$ cat src/include/dma_cfg_pkg.sv
// Purpose: shared constants and types of the dma channel configuration block
// Assumes: 32-bit register port, byte addresses, two channels
// Notes: alternate register sets live in a small memory indexed {channel, set, word}
package dma_cfg_pkg;

    localparam int NUM_CH = 2;
    localparam int CH_IDX_W = 1;
    localparam int IRQ_W = 2 * NUM_CH;
    localparam int MEM_ADDR_W = CH_IDX_W + 3;
    localparam int DATA_W = 32;

    // register byte addresses
    localparam logic [31:0] CFG_ONE_ADDR = 32'h400a286c;
    localparam logic [31:0] CFG_TWO_ADDR = 32'h400a28ac;
    localparam logic [NUM_CH-1:0][31:0] CH_CFG_ADDR = {CFG_TWO_ADDR, CFG_ONE_ADDR};
    localparam logic [31:0] GLOBAL_PRIO_ADDR = 32'h400a2300;
    localparam logic [31:0] IRQ_STATUS_ADDR = 32'h400a2310;
    localparam logic [31:0] IRQ_MASK_ADDR = 32'h400a2314;
    localparam logic [31:0] CH_STATUS_ADDR = 32'h400a2318;
    localparam logic [31:0] CH_CTRL_ADDR = 32'h400a231c;
    localparam logic [NUM_CH-1:0][31:0] DESC_PTR_ADDR = {32'h400a2324, 32'h400a2320};
    // alternate sets: base + 4 * {channel, set, word}; word 0 source, 1 destination, 2 byte count
    localparam logic [31:0] ALT_SET_BASE = 32'h400a2400;
    localparam logic [31:0] ALT_SET_SPAN = 32'h00000040;

    // channel configuration fields
    localparam int LINK_STYLE_BIT = 31;
    localparam int CONT_EXEC_BIT = 30;
    localparam int AUTO_TOGGLE_BIT = 29;
    localparam int SET_SELECT_BIT = 28;
    localparam int FLUSH_ON_STOP_BIT = 27;
    localparam int LINK_END_MASK_BIT = 26;
    localparam int TC_ENABLE_BIT = 25;
    localparam int COMPLETION_MASK_BIT = 24;

    // global priority, control and interrupt fields
    localparam int PRIO_RR_BIT = 0;
    localparam int CTRL_START_LSB = 0;
    localparam int CTRL_STOP_LSB = 8;
    localparam int IRQ_DONE_LSB = 0;
    localparam int IRQ_LINK_END_LSB = NUM_CH;

    localparam logic [1:0] WORD_SRC = 2'h0;
    localparam logic [1:0] WORD_DST = 2'h1;
    localparam logic [1:0] WORD_CNT = 2'h2;

    localparam logic [31:0] CFG_RESET = 32'h00000000;
    localparam logic [31:0] DESC_PTR_RESET = 32'h00000000;
    localparam logic [IRQ_W-1:0] IRQ_MASK_RESET = '0;

    typedef enum logic [1:0] {
        CH_IDLE,
        CH_FETCH,
        CH_RUN,
        CH_FLUSH
    } ch_state_t;

    typedef struct packed {
        ch_state_t st;
        logic [1:0] word;
        logic pend;
        logic busy;
        logic tc;
        logic flush;
        logic done_irq;
        logic [31:0] cfg;
        logic [31:0] desc_ptr;
        logic [31:0] src;
        logic [31:0] dst;
        logic [31:0] cnt;
    } chan_t;

    typedef struct packed {
        chan_t [NUM_CH-1:0] ch;
        logic rr_mode;
        logic [CH_IDX_W-1:0] rr_last;
        logic [IRQ_W-1:0] status;
        logic [IRQ_W-1:0] mask;
        logic [31:0] rd_data;
        logic irq;
    } top_state_t;

    typedef struct packed {
        logic [31:0] addr;
        logic [31:0] wdata;
        logic wr;
        logic rd;
    } reg_req_t;

endpackage

$ cat src/verilog/alt_set_mem.sv
// Purpose: storage for the alternate register sets of all channels
// Assumes: one write port from software, one read port for the channels
// Notes: read data come out of a register one cycle after the read enable
`timescale 1ns/100ps
module alt_set_mem
    import dma_cfg_pkg::*;
#(
    parameter int WIDTH = 32,
    parameter int ADDR_W = 4
)
(
    input wire logic clk_i,               // system clock
    input wire logic rst_n_i,             // async reset, active low
    input wire logic we_i,                // write enable
    input wire logic [ADDR_W-1:0] waddr_i, // write index
    input wire logic [WIDTH-1:0] wdata_i, // write data
    input wire logic re_i,                // read enable
    input wire logic [ADDR_W-1:0] raddr_i, // read index
    output logic [WIDTH-1:0] rdata_o      // registered read data
);

    logic [WIDTH-1:0] mem [2**ADDR_W];

    always_ff @(posedge clk_i)
    begin
        if (we_i)
        begin
            mem[waddr_i] <= wdata_i;
        end
    end

    always_ff @(posedge clk_i or negedge rst_n_i)
    begin
        if (!rst_n_i)
        begin
            rdata_o <= '0;
        end
        else if (re_i)
        begin
            rdata_o <= mem[raddr_i];
        end
    end

endmodule

$ cat src/verilog/dma_channel_config_control.sv
// Purpose: per-channel configuration and sequencing of a two-channel dma controller
// Assumes: inputs synchronous to clk_i; software port with read data one cycle later
// Notes: a transaction moves the loaded byte count in beats of BEAT_BYTES per cycle
`timescale 1ns/100ps

// Notes on behaviour
// - continuous bit set, link style clear: after a transaction, reload from the selected alternate set and go on.
// - auto-toggle bit set: invert the set select at each finished transaction.
// - set select 0 fetches alternate set zero, 1 fetches set one.
// - flush bit clear: a stop ends the transfer and discards buffered data.
// - terminal-count enable clear: the terminal-count output stays low.
// - completion mask clear: a finished transaction raises the completion interrupt.
// - global priority value 1 selects round-robin arbitration, otherwise fixed priority.
// - continuous bit clear, link style clear: one transaction, then stop with no reload.
// - each alternate set holds source address, destination address and byte count.
module dma_channel_config_control
    import dma_cfg_pkg::*;
#(
    parameter int BEAT_BYTES = 4
)
(
    input wire logic clk_i,                                    // system clock, 100 MHz
    input wire logic rst_n_i,                                  // async reset, active low
    input wire logic [31:0] addr_i,                            // register byte address
    input wire logic [31:0] wdata_i,                           // register write data
    input wire logic wr_i,                                     // write strobe
    input wire logic rd_i,                                     // read strobe
    input wire logic [NUM_CH-1:0] descriptor_link_valid_i,     // link valid of the descriptor just ended
    output logic [31:0] rdata_o,                               // read data, cycle after rd_i
    output logic irq_o,                                        // level interrupt
    output logic channel_one_completion_irq_o,                 // channel one completion interrupt
    output logic channel_two_completion_irq_o,                 // channel two completion interrupt
    output logic [NUM_CH-1:0] tc_o,                            // terminal-count pulse per channel
    output logic [NUM_CH-1:0] flush_o,                         // buffer write-out pulse on stop
    output logic [NUM_CH-1:0] busy_o,                          // channel active
    output logic [NUM_CH-1:0] link_style_select_o,             // channel in descriptor-link style
    output logic [NUM_CH-1:0][31:0] descriptor_start_pointer_o, // descriptor address per channel
    output logic [NUM_CH-1:0][31:0] src_addr_o,                // current source address
    output logic [NUM_CH-1:0][31:0] dst_addr_o                 // current destination address
);

    localparam logic [31:0] BEAT = 32'(BEAT_BYTES);

    top_state_t st;
    top_state_t next_st;
    reg_req_t req;
    logic mem_we;
    logic [MEM_ADDR_W-1:0] mem_waddr;
    logic mem_re;
    logic [MEM_ADDR_W-1:0] mem_raddr;
    logic [31:0] mem_rdata;
    logic [IRQ_W-1:0] w1c;
    logic [IRQ_W-1:0] events;
    logic gnt_found;
    logic [CH_IDX_W-1:0] gnt;
    logic [CH_IDX_W-1:0] cand;
    logic start;
    logic stop;
    logic done;
    logic [31:0] alt_off;

    assign req = '{addr: addr_i, wdata: wdata_i, wr: wr_i, rd: rd_i};
    assign alt_off = req.addr - ALT_SET_BASE;

    // software writes into the alternate sets
    always_comb
    begin
        mem_we = req.wr && (req.addr >= ALT_SET_BASE) && (alt_off < ALT_SET_SPAN);
        mem_waddr = alt_off[MEM_ADDR_W+1:2];
    end

    alt_set_mem #(
        .WIDTH(DATA_W),
        .ADDR_W(MEM_ADDR_W)
    ) u_alt_set_mem (
        .clk_i(clk_i),
        .rst_n_i(rst_n_i),
        .we_i(mem_we),
        .waddr_i(mem_waddr),
        .wdata_i(req.wdata),
        .re_i(mem_re),
        .raddr_i(mem_raddr),
        .rdata_o(mem_rdata)
    );

    always_comb
    begin
        next_st = st;
        mem_re = 1'b0;
        mem_raddr = '0;
        events = '0;
        gnt_found = 1'b0;
        gnt = '0;
        cand = '0;
        start = 1'b0;
        stop = 1'b0;
        done = 1'b0;

        // register writes
        for (int c = 0; c < NUM_CH; c++)
        begin
            if (req.wr && req.addr == CH_CFG_ADDR[c])
            begin
                next_st.ch[c].cfg = req.wdata;
            end
            if (req.wr && req.addr == DESC_PTR_ADDR[c])
            begin
                next_st.ch[c].desc_ptr = req.wdata;
            end
        end
        if (req.wr && req.addr == GLOBAL_PRIO_ADDR)
        begin
            next_st.rr_mode = req.wdata[PRIO_RR_BIT];
        end
        if (req.wr && req.addr == IRQ_MASK_ADDR)
        begin
            next_st.mask = req.wdata[IRQ_W-1:0];
        end
        w1c = (req.wr && req.addr == IRQ_STATUS_ADDR) ? req.wdata[IRQ_W-1:0] : '0;

        // one channel at a time may fetch from the alternate sets
        for (int k = 0; k < NUM_CH; k++)
        begin
            if (st.rr_mode)
            begin
                cand = CH_IDX_W'((int'(st.rr_last) + 1 + k) % NUM_CH);
            end
            else
            begin
                cand = CH_IDX_W'(k);
            end
            if (!gnt_found && st.ch[cand].st == CH_FETCH && !st.ch[cand].pend)
            begin
                gnt_found = 1'b1;
                gnt = cand;
            end
        end
        if (gnt_found)
        begin
            next_st.rr_last = gnt;
        end

        for (int c = 0; c < NUM_CH; c++)
        begin
            next_st.ch[c].tc = 1'b0;
            next_st.ch[c].flush = 1'b0;
            start = req.wr && req.addr == CH_CTRL_ADDR && req.wdata[CTRL_START_LSB + c];
            stop = req.wr && req.addr == CH_CTRL_ADDR && req.wdata[CTRL_STOP_LSB + c];
            done = 1'b0;
            unique case (st.ch[c].st)
                CH_IDLE:
                begin
                    if (start)
                    begin
                        next_st.ch[c].st = CH_FETCH;
                        next_st.ch[c].word = WORD_SRC;
                        next_st.ch[c].pend = 1'b0;
                    end
                end
                CH_FETCH:
                begin
                    if (st.ch[c].pend)
                    begin
                        next_st.ch[c].pend = 1'b0;
                        next_st.ch[c].word = st.ch[c].word + 2'h1;
                        unique case (st.ch[c].word)
                            WORD_SRC:
                            begin
                                next_st.ch[c].src = mem_rdata;
                            end
                            WORD_DST:
                            begin
                                next_st.ch[c].dst = mem_rdata;
                            end
                            default:
                            begin
                                next_st.ch[c].cnt = mem_rdata;
                                next_st.ch[c].st = CH_RUN;
                            end
                        endcase
                    end
                    else if (gnt_found && gnt == CH_IDX_W'(c))
                    begin
                        mem_re = 1'b1;
                        mem_raddr = {CH_IDX_W'(c), st.ch[c].cfg[SET_SELECT_BIT], st.ch[c].word};
                        next_st.ch[c].pend = 1'b1;
                    end
                end
                CH_RUN:
                begin
                    if (st.ch[c].cnt <= BEAT)
                    begin
                        next_st.ch[c].cnt = '0;
                        done = 1'b1;
                    end
                    else
                    begin
                        next_st.ch[c].cnt = st.ch[c].cnt - BEAT;
                        next_st.ch[c].src = st.ch[c].src + BEAT;
                        next_st.ch[c].dst = st.ch[c].dst + BEAT;
                    end
                end
                CH_FLUSH:
                begin
                    next_st.ch[c].st = CH_IDLE;
                end
            endcase

            if (done)
            begin
                if (st.ch[c].cfg[AUTO_TOGGLE_BIT])
                begin
                    next_st.ch[c].cfg[SET_SELECT_BIT] = ~next_st.ch[c].cfg[SET_SELECT_BIT];
                end
                if (!st.ch[c].cfg[COMPLETION_MASK_BIT])
                begin
                    events[IRQ_DONE_LSB + c] = 1'b1;
                end
                next_st.ch[c].tc = st.ch[c].cfg[TC_ENABLE_BIT];
                next_st.ch[c].word = WORD_SRC;
                next_st.ch[c].pend = 1'b0;
                if (st.ch[c].cfg[LINK_STYLE_BIT])
                begin
                    // descriptor-link style: follow the chain while link valid is set
                    if (descriptor_link_valid_i[c])
                    begin
                        next_st.ch[c].st = CH_FETCH;
                    end
                    else
                    begin
                        next_st.ch[c].st = CH_IDLE;
                        if (!st.ch[c].cfg[LINK_END_MASK_BIT])
                        begin
                            events[IRQ_LINK_END_LSB + c] = 1'b1;
                        end
                    end
                end
                else if (st.ch[c].cfg[CONT_EXEC_BIT])
                begin
                    next_st.ch[c].st = CH_FETCH;
                end
                else
                begin
                    next_st.ch[c].st = CH_IDLE;
                end
            end

            if (stop && st.ch[c].st != CH_IDLE)
            begin
                next_st.ch[c].pend = 1'b0;
                if (st.ch[c].cfg[FLUSH_ON_STOP_BIT])
                begin
                    next_st.ch[c].st = CH_FLUSH;
                    next_st.ch[c].flush = 1'b1;
                end
                else
                begin
                    next_st.ch[c].st = CH_IDLE;
                end
            end
            next_st.ch[c].busy = next_st.ch[c].st != CH_IDLE;
        end

        // a new event wins over a clear in the same cycle
        next_st.status = (st.status & ~w1c) | events;
        next_st.irq = |(next_st.status & next_st.mask);
        for (int c = 0; c < NUM_CH; c++)
        begin
            next_st.ch[c].done_irq = next_st.status[IRQ_DONE_LSB + c];
        end

        // read data stand for one cycle only
        next_st.rd_data = '0;
        if (req.rd)
        begin
            for (int c = 0; c < NUM_CH; c++)
            begin
                if (req.addr == CH_CFG_ADDR[c])
                begin
                    next_st.rd_data = st.ch[c].cfg;
                end
                if (req.addr == DESC_PTR_ADDR[c])
                begin
                    next_st.rd_data = st.ch[c].desc_ptr;
                end
                if (req.addr == CH_STATUS_ADDR)
                begin
                    next_st.rd_data[c] = st.ch[c].busy;
                end
            end
            if (req.addr == GLOBAL_PRIO_ADDR)
            begin
                next_st.rd_data[PRIO_RR_BIT] = st.rr_mode;
            end
            if (req.addr == IRQ_STATUS_ADDR)
            begin
                next_st.rd_data[IRQ_W-1:0] = st.status;
            end
            if (req.addr == IRQ_MASK_ADDR)
            begin
                next_st.rd_data[IRQ_W-1:0] = st.mask;
            end
        end
    end

    always_ff @(posedge clk_i or negedge rst_n_i)
    begin
        if (!rst_n_i)
        begin
            for (int c = 0; c < NUM_CH; c++)
            begin
                st.ch[c] <= '{st: CH_IDLE, word: WORD_SRC, pend: 1'b0, busy: 1'b0, tc: 1'b0, flush: 1'b0,
                              done_irq: 1'b0, cfg: CFG_RESET, desc_ptr: DESC_PTR_RESET,
                              src: 32'h00000000, dst: 32'h00000000, cnt: 32'h00000000};
            end
            st.rr_mode <= 1'b0;
            st.rr_last <= '0;
            st.status <= '0;
            st.mask <= IRQ_MASK_RESET;
            st.rd_data <= 32'h00000000;
            st.irq <= 1'b0;
        end
        else
        begin
            st <= next_st;
        end
    end

    assign rdata_o = st.rd_data;
    assign irq_o = st.irq;
    assign channel_one_completion_irq_o = st.ch[0].done_irq;
    assign channel_two_completion_irq_o = st.ch[1].done_irq;

    for (genvar c = 0; c < NUM_CH; c++)
    begin : g_out
        assign tc_o[c] = st.ch[c].tc;
        assign flush_o[c] = st.ch[c].flush;
        assign busy_o[c] = st.ch[c].busy;
        assign link_style_select_o[c] = st.ch[c].cfg[LINK_STYLE_BIT];
        assign descriptor_start_pointer_o[c] = st.ch[c].desc_ptr;
        assign src_addr_o[c] = st.ch[c].src;
        assign dst_addr_o[c] = st.ch[c].dst;
    end

endmodule
$ cat config.mk
export PLATFORM = sky130hd
export DESIGN_NAME = dma_channel_config_control
export DESIGN_NICKNAME = d
export VERILOG_FILES = /design/src/include/dma_cfg_pkg.sv /design/src/verilog/alt_set_mem.sv /design/src/verilog/dma_channel_config_control.sv
export SDC_FILE = /design/constraint.sdc
export NUM_CORES = 1
export LEC_CHECK = 0
export ABC_AREA = 1
export BUFFER_PORTS_ARGS = -buffer_cell sky130_fd_sc_hd__buf_2
export CORE_MARGIN = 2
export CORE_UTILIZATION = 26
export DETAILED_ROUTE_END_ITERATION = 8
export GPL_TIMING_DRIVEN = 0
export HOLD_SLACK_MARGIN = 0.12
export PLACE_DENSITY = 0.45
export SYNTH_ARGS = -nofsm -noshare
export SYNTH_HDL_FRONTEND = slang
export SYNTH_SLANG_ARGS = --single-unit
$ cat constraint.sdc
create_clock -name clk_i -period 4.3 [get_ports clk_i]
set_input_delay 0.645 -clock clk_i [delete_from_list [all_inputs] [get_ports clk_i]]
set_output_delay 0.645 -clock clk_i [all_outputs]
set_load 0.01 [all_outputs]
Yosys cells after proc, flatten, opt, wreduce, memory -nomap -nowiden

Memory sizes are Yosys's and may differ from the RTL's. A register that Yosys moved wholly into a read port is not among the register bits.
Index checks and enable logic that the tools add are counted.

Register bits after elaboration: 381
Bits in writable memories: 512
Bits of input ports: 70
Output and inout bits: 235
Logic and storage cells: 248
Memories kept: 1

Add/subtract/negate cells: 11
Order comparisons: 6
Equal/unequal tests: 35
Muxes and demuxes: 104
Bitwise logic cells: 7
Reductions and logical operators: 52

Memory list:

| name              | words | width | rd ports | clocked after memory_dff | wr ports | line              | text |
|---|---|---|---|---|---|---|---|
| u_alt_set_mem.mem | 16    | 32    | 1        | 1                        | 1        | alt_set_mem.sv:22 | `logic [WIDTH-1:0] mem [2**ADDR_W];` |

Operators by type and width:

| cell                   | count |
|---|---|
| $mux 169               | 4 |
| $mux 32                | 13 |
| $pmux 96 s2            | 2 |
| $eq 32x31->1 const B   | 9 |
| $mux 96                | 2 |
| $add 32x3->32 const B  | 4 |
| $mux 64                | 2 |
| $le 32x3->1 const B    | 2 |
| $sub 32x3->32 const B  | 2 |
| $mux 29                | 2 |
| $mux 1                 | 53 |
| $mux 4                 | 9 |
| $ge 32x31->1 const B   | 1 |
| $lt 32x7->1 const B    | 1 |
| $sub 32x31->32 const B | 1 |
| $logic_and 1x1->1      | 21 |
| $mux 5                 | 4 |
| $reduce_and 4->1       | 4 |
| $eq 2x1->1 const B     | 6 |
| $mux 2                 | 6 |
| $ne 2x2->1 const B     | 6 |
| $ne 3x3->1 const B     | 4 |
| $pmux 2 s3             | 2 |
| $pmux 3 s2             | 2 |
| other kinds (20)       | 53 |

Depth between registers and ports, before layout

Word-level depth: 19
Gate-level depth with buffers: 19
Gate-level depth less buffers: 17

Hierarchy

A second synthesis with hierarchy kept.

Cells, all modules: 4941
Area total of the unflattened synthesis: 44825.5 um^2

By module, submodules not included:

| module                     | instances | cells an instance | area each (um^2) | sequential area each (um^2) |
|---|---|---|---|---|
| dma_channel_config_control | 1         | 3101              | 22983.3          | 9484.1 |
| alt_set_mem                | 1         | 1840              | 21842.2          | 16175.5 |

Worst setup path after synthesis

Ideal clock, no wire load.

Path kind: input to register
From: input addr_i[30]
To: memory u_alt_set_mem.mem[10][0] (enable)
Data arrival time: 3.309 ns
Path slack: 0.569 ns
Stages: 12
Path buffers: 0
Cell sequence: inv_1 -> nor2_1 -> nand2_1 -> nor2_1 -> nand3_1 -> a21oi_1 -> nor2_1 -> nor2_1 -> nand4_1 -> nor2_1 -> nand3_1 -> nor2_1

Cells in the longest elaborated chain, start to end: 5

Ends and longest elaborated chain:

| what                                                    | line                                                               | text |
|---|---|---|
| from (decl)                                             | dma_channel_config_control.sv:24                                   | `input wire logic [31:0] addr_i,` |
| $sub 32x31->32 / $ge 32x31->1 (equally long branches)   | dma_channel_config_control.sv:63, dma_channel_config_control.sv:68 |  |
| $lt 32x7->1 / $logic_and 1x1->1 (equally long branches) | dma_channel_config_control.sv:68                                   | `mem_we = req.wr && (req.addr >= ALT_SET_BASE) && (alt_off < ALT_SET_SPAN);` |
| $logic_and 1x1->1 (*)                                   | dma_channel_config_control.sv:68                                   |  |
| $mux 1 (*)                                              | alt_set_mem.sv:26                                                  | `if (we_i)` |
| $mux 1 (implied by the code) (*)                        | alt_set_mem.sv:28                                                  | `mem[waddr_i] <= wdata_i;` |
| to (decl)                                               | alt_set_mem.sv:22                                                  |  |

Every way passes the cells marked *; elsewhere a longest branch is shown, timed or not.

Worst setup path in the final report

From: register st[211] in the netlist's numbering
To: register u_alt_set_mem.rdata_o[24], read port of u_alt_set_mem.mem

Cells in the longest elaborated chain, start to end: 17

Ends and longest elaborated chain:

| what                                    | line                              | text |
|---|---|---|
| from (decl)                             | dma_channel_config_control.sv:44  | `top_state_t st;` |
| from (signal assigned)                  | dma_channel_config_control.sv:325 | `st <= next_st;` |
| $mux 169 (2 in series)                  | n/a                               |  |
| $eq 2x1->1                              | dma_channel_config_control.sv:132 | `if (!gnt_found && st.ch[cand].st == CH_FETCH && !st.ch[cand].pend)` |
| $logic_and 1x1->1                       | dma_channel_config_control.sv:132 |  |
| $mux 1                                  | dma_channel_config_control.sv:132 |  |
| $logic_not 1->1                         | dma_channel_config_control.sv:132 |  |
| $logic_and 1x1->1 (2 in series)         | dma_channel_config_control.sv:132 |  |
| $mux 1                                  | dma_channel_config_control.sv:132 |  |
| $not 1->1                               | dma_channel_config_control.sv:182 | `else if (gnt_found && gnt == CH_IDX_W'(c))` |
| $logic_and 1x1->1                       | dma_channel_config_control.sv:182 |  |
| $mux 3 / $mux 1 (equally long branches) | dma_channel_config_control.sv:182 |  |
| $mux 3 / $mux 1 (equally long branches) | dma_channel_config_control.sv:162 | `if (st.ch[c].pend)` |
| $mux 3 / $mux 1 (equally long branches) | dma_channel_config_control.sv:150 | `unique case (st.ch[c].st)` |
| $mux 4 / $mux 1 (equally long branches) | dma_channel_config_control.sv:182 |  |
| $mux 4 / $mux 1 (equally long branches) | dma_channel_config_control.sv:162 |  |
| $mux 4 / $mux 1 (equally long branches) | dma_channel_config_control.sv:150 |  |
| to (decl)                               | alt_set_mem.sv:19                 | `output logic [WIDTH-1:0] rdata_o` |

Several ways; a longest one is shown, not always the timed one. The select of a mux whose other input is x is not followed.
A chain may end at the register's enable or synchronous reset.

==> tab_implementation.tex <==
\begin{tabular}{lr}
\hline
Metric & Value \\
\hline
\multicolumn{2}{l}{\textbf{Run status}} \\
Status & finished clean \\
\multicolumn{2}{l}{\textbf{Drt}} \\
DRC marker count from the first detailed-route iteration & 3,334 \\
Pre-Repair DR Iteration Count & 5 \\
Wire length per cell & 21.37 microns \\
DRT antenna net count & 0 \\
DRC violation count after routing & 0 \\
Total wirelength of the detailed-routed design & 170,000 microns \\
Vias after detailed routing & 37,490 \\
Via density & 4.713 \\
\multicolumn{2}{l}{\textbf{Run}} \\
Count of maximum capacitance violations & 0 \\
\multicolumn{2}{l}{\textbf{Global route}} \\
Antenna violations before repair & 10 \\
Total gr overflow & 0 \\
Maximum number of pins on one net before global-route repair & 112 \\
Via count of the first global-routing pass & 36,148 \\
First-pass GRT wire length & 247,000 microns \\
Total routing resource utilization after global routing & 0.1851 \\
\multicolumn{2}{l}{\textbf{Finish}} \\
Fillcell total & 18,759 \\
Nets & 5,611 \\
Util after Layout & 0.3093 \\
Fraction of layout cells with a size suffix above 1 & 0.1522 \\
Layout overhead on the synthesized area & 18.46\% \\
\multicolumn{2}{l}{\textbf{Critical path}} \\
Launch instance of the worst register-to-register path & st[211] \\
Reg2Reg Capture Point & u\_alt\_set\_mem.rdata\_o[24] \\
WP data arrival & 4.49 ns \\
Count of cells along the worst register-to-register path & 17 \\
Critical path type & flop to flop \\
R2r setup slk & 0.40 ns \\
Crit path max fanout & 10 \\
Required time of the worst setup path & 4.88 ns \\
Endpoint kind of the worst setup timing path & flop \\
Worst Setup Start Kind & flop \\
\multicolumn{2}{l}{\textbf{Clock tree}} \\
H-tree depth & 3 \\
TritonCTS buffer count & 105 \\
Clock root buffer & clkbuf\_16 \\
Deepest clock path buffer count & 3 \\
Number of clock sinks seen by CTS & 923 \\
Clock Pin Slew Worst Setup and Hold Paths & 0.06 ns \\
Quantity of hold-fixing buffers added after cts & 1 \\
Clock Latency Late Sink & 0.75 ns \\
Post-CTS Resized & 0 \\
Post-CTS repair timing setup buffer count & 0 \\
TritonCTS clock tree & yes \\
\multicolumn{2}{l}{\textbf{Synthesis}} \\
Leading cell type by number of instances after synthesis & nand2\_1 \\
Proportion of synthesized chip area in sequential cells & 0.5593 \\
Syn Inst Count & 5,095 \\
\#FFs+latches synth & 923 \\
Leading cell types by total area after synthesis & edfxtp\_1, dfrtp\_1, nand2\_1, nand3\_1, buf\_4 \\
Commonest cells post-synth & nand2\_1, nand3\_1, edfxtp\_1 \\
Yosys cell types & 54 \\
Number of synthesized flops with an enable pin & 512 \\
Syn Area/Cell & 9.005 sq um \\
Yosys warnings & 0 \\
Syn Std Cell Area & 45,880 sq um \\
Library cell occupying the most area in the post-synthesis netlist & edfxtp\_1 \\
Yosys top cell area share & 0.3351 \\
Share of synthesized flip-flops with an asynchronous set or reset & 0.4453 \\
Commonest register cell after synthesis & edfxtp\_1 \\
Number of nets produced by synthesis & 5,181 \\
\multicolumn{2}{l}{\textbf{Worst hold path}} \\
Startpoint of the worst hold path & rd\_i \\
Class of the tightest hold or removal check & input pin to flop \\
Worst hold path endpoint & rdata\_o[31] \\
Hold-critical path depth & 3 \\
\multicolumn{2}{l}{\textbf{Timing}} \\
Number of hold-slack violations in the final timing report & 0 \\
Post-route setup TNS & 0 ns \\
RSZ-0062 raised after global routing & false \\
Slew margin rel. & 0.2701 \\
Maximum clock frequency & 0.2561 GHz \\
Ratio of final minimum period to clock period & 0.9081 \\
Slew at the pin closest to its max-slew limit & 1.083 ns \\
Min setup slack post-route & 0.3951 ns \\
Worst hold-check slack & 0.2098 ns \\
Crit path time final & 3.905 ns \\
Total setup violations reported at the end of the flow & 0 \\
Maximum clock skew at final layout & 0.05186 ns \\
Final count of pins violating max slew & 0 \\
\multicolumn{2}{l}{\textbf{Pwr}} \\
Tot Pwr & 20.39 mW \\
Power density relative to cell area & 375.1 nW/um\^{}2 \\
Peak VDD IR & 325.2 uV \\
Static leakage power & 23.23 nW \\
\multicolumn{2}{l}{\textbf{Place}} \\
Post-DP HPWL & 125,000 microns \\
Routability congestion estimate & 0.8834 \\
Worst slack at placement & 0.04983 ns \\
IO buf count & 303 \\
\multicolumn{2}{l}{\textbf{Die}} \\
Number of ports placed on the die boundary & 305 \\
Die Outline Area & 179,800 sq um \\
Vertical extent of the die & 424.1 microns \\
Core footprint & 175,700 sq um \\
DIE WIDTH & 424.1 microns \\
Row count & 154 \\
Starting density of the core & 0.2611 \\
\hline
\end{tabular}
==> worst max-delay path by stage <==
stage | start | to | slack, ns | depth (start not counted)
2_1_floorplan | addr_i[30] | u_alt_set_mem.mem[10][0] | 0.57 | 12
3_3_place_gp | rst_n_i | rdata_o[27] | -6.68 | 1
3_5_place_dp | addr_i[21] | u_alt_set_mem.mem[14][18] | 0.05 | 13
4_1_cts | st[211] | u_alt_set_mem.rdata_o[24] | 0.50 | 17
5_1_grt | st[211] | u_alt_set_mem.rdata_o[23] | 0.23 | 17
6_report | st[211] | u_alt_set_mem.rdata_o[24] | 0.40 | 17
==> cell families after synthesis <==
| group | Yosys count | share of synthesized area |
|---|---|---|
| muxes | 1 | 0.0002454 |
| and+or+nand+nor | 2520 | 0.2448 |
| DFF | 923 | 0.5593 |
| buffers and inverters | 937 | 0.09938 |
| xor gates and xnor gates | 104 | 0.01985 |
| AOI/OAI and AO/OA | 594 | 0.07208 |
| adders and majority gates | 16 | 0.004363 |
==> layout by cell type, fill, tap and decap left out, types with 59 or more instances in the layout <==
cell       Yosys  final
edfxtp_1     512    512
nor3_1        59     59
nand3_1      548    548
inv_1        451    451
nand3b_1     194    194
a21oi_1      102    102
clkbuf_1     130    150
clkbuf_16      0    107
o21ai_0      324    324
buf_4        248    248
nor2_1       375    359
dfrtp_1      411    411
xor2_1        75     75
a31oi_1       90     90
nand2_1     1242   1242
buf_2         71    373
==> through the flow <==
| stage | cell area, sq um | cells |
|---|---|---|
| floorplan | 45880 | 5095 |
| global placement | 50320 | 7738 |
| detailed placement | 50910 | 7757 |
| CTS | 54340 | 7952 |
| global route | 54340 | 7953 |
| finish | 54350 | 7955 |
==> power by group <==
part / switching [mW] / internal, mW
combinational: 1.34 / 0.276
sequential: 0.221 / 9.51
clock: 3.92 / 5.13
==> flip-flops by register name (all words and copies together), names as in the netlist, 2 cells and up <==
name                        count
st                            146
u_alt_set_mem.rdata_o          32
u_alt_set_mem.mem             512
dst_addr_o                     64
flush_o                         2
busy_o                          2
tc_o                            2
src_addr_o                     64
descriptor_start_pointer_o     64
rdata_o                        32
link_style_select_o             2
==> final cells by class <==
class                   instances  area, sq um  share of cell area
clock buffers                 142         2959             0.05445
flip-flops and latches        923        25660              0.4721
repair buffers                323         1992             0.03665
well taps                    2340         2928             0.05387
multi-input cells            3235        15780              0.2903
plain buffers                 467         2795             0.05143
inverters                     470         1764             0.03246
clock inverters                52        464.2            0.008541
diodes                          3        7.507           0.0001381
==> critical path, cell delays in order (launching register included) <==
cell,delay [ns]
dfrtp_1,0.45
inv_1,0.14
ha_1,0.24
inv_2,0.10
nor2_2,0.16
inv_2,0.10
a21oi_4,0.14
nand3_2,0.38
nand2_4,0.29
buf_2,0.51
buf_4,0.28
nand2_1,0.06
nand3_1,0.11
nand3_1,0.07
nand3_1,0.18
nand2_1,0.29
nand2_1,0.16
nand2_1,0.06
==> per-layer routing <==
metal / up-vias / global-route usage / part of all wire
met5: - / 0 / 0
met4: 0 / 0.05747 / 0.033
met3: 243 / 0.02918 / 0.060
met2: 1186 / 0.2959 / 0.46
met1: 18329 / 0.2560 / 0.45
li1: 17732 / - / -
No activity file was read; power rests on OpenSTA's default activity.
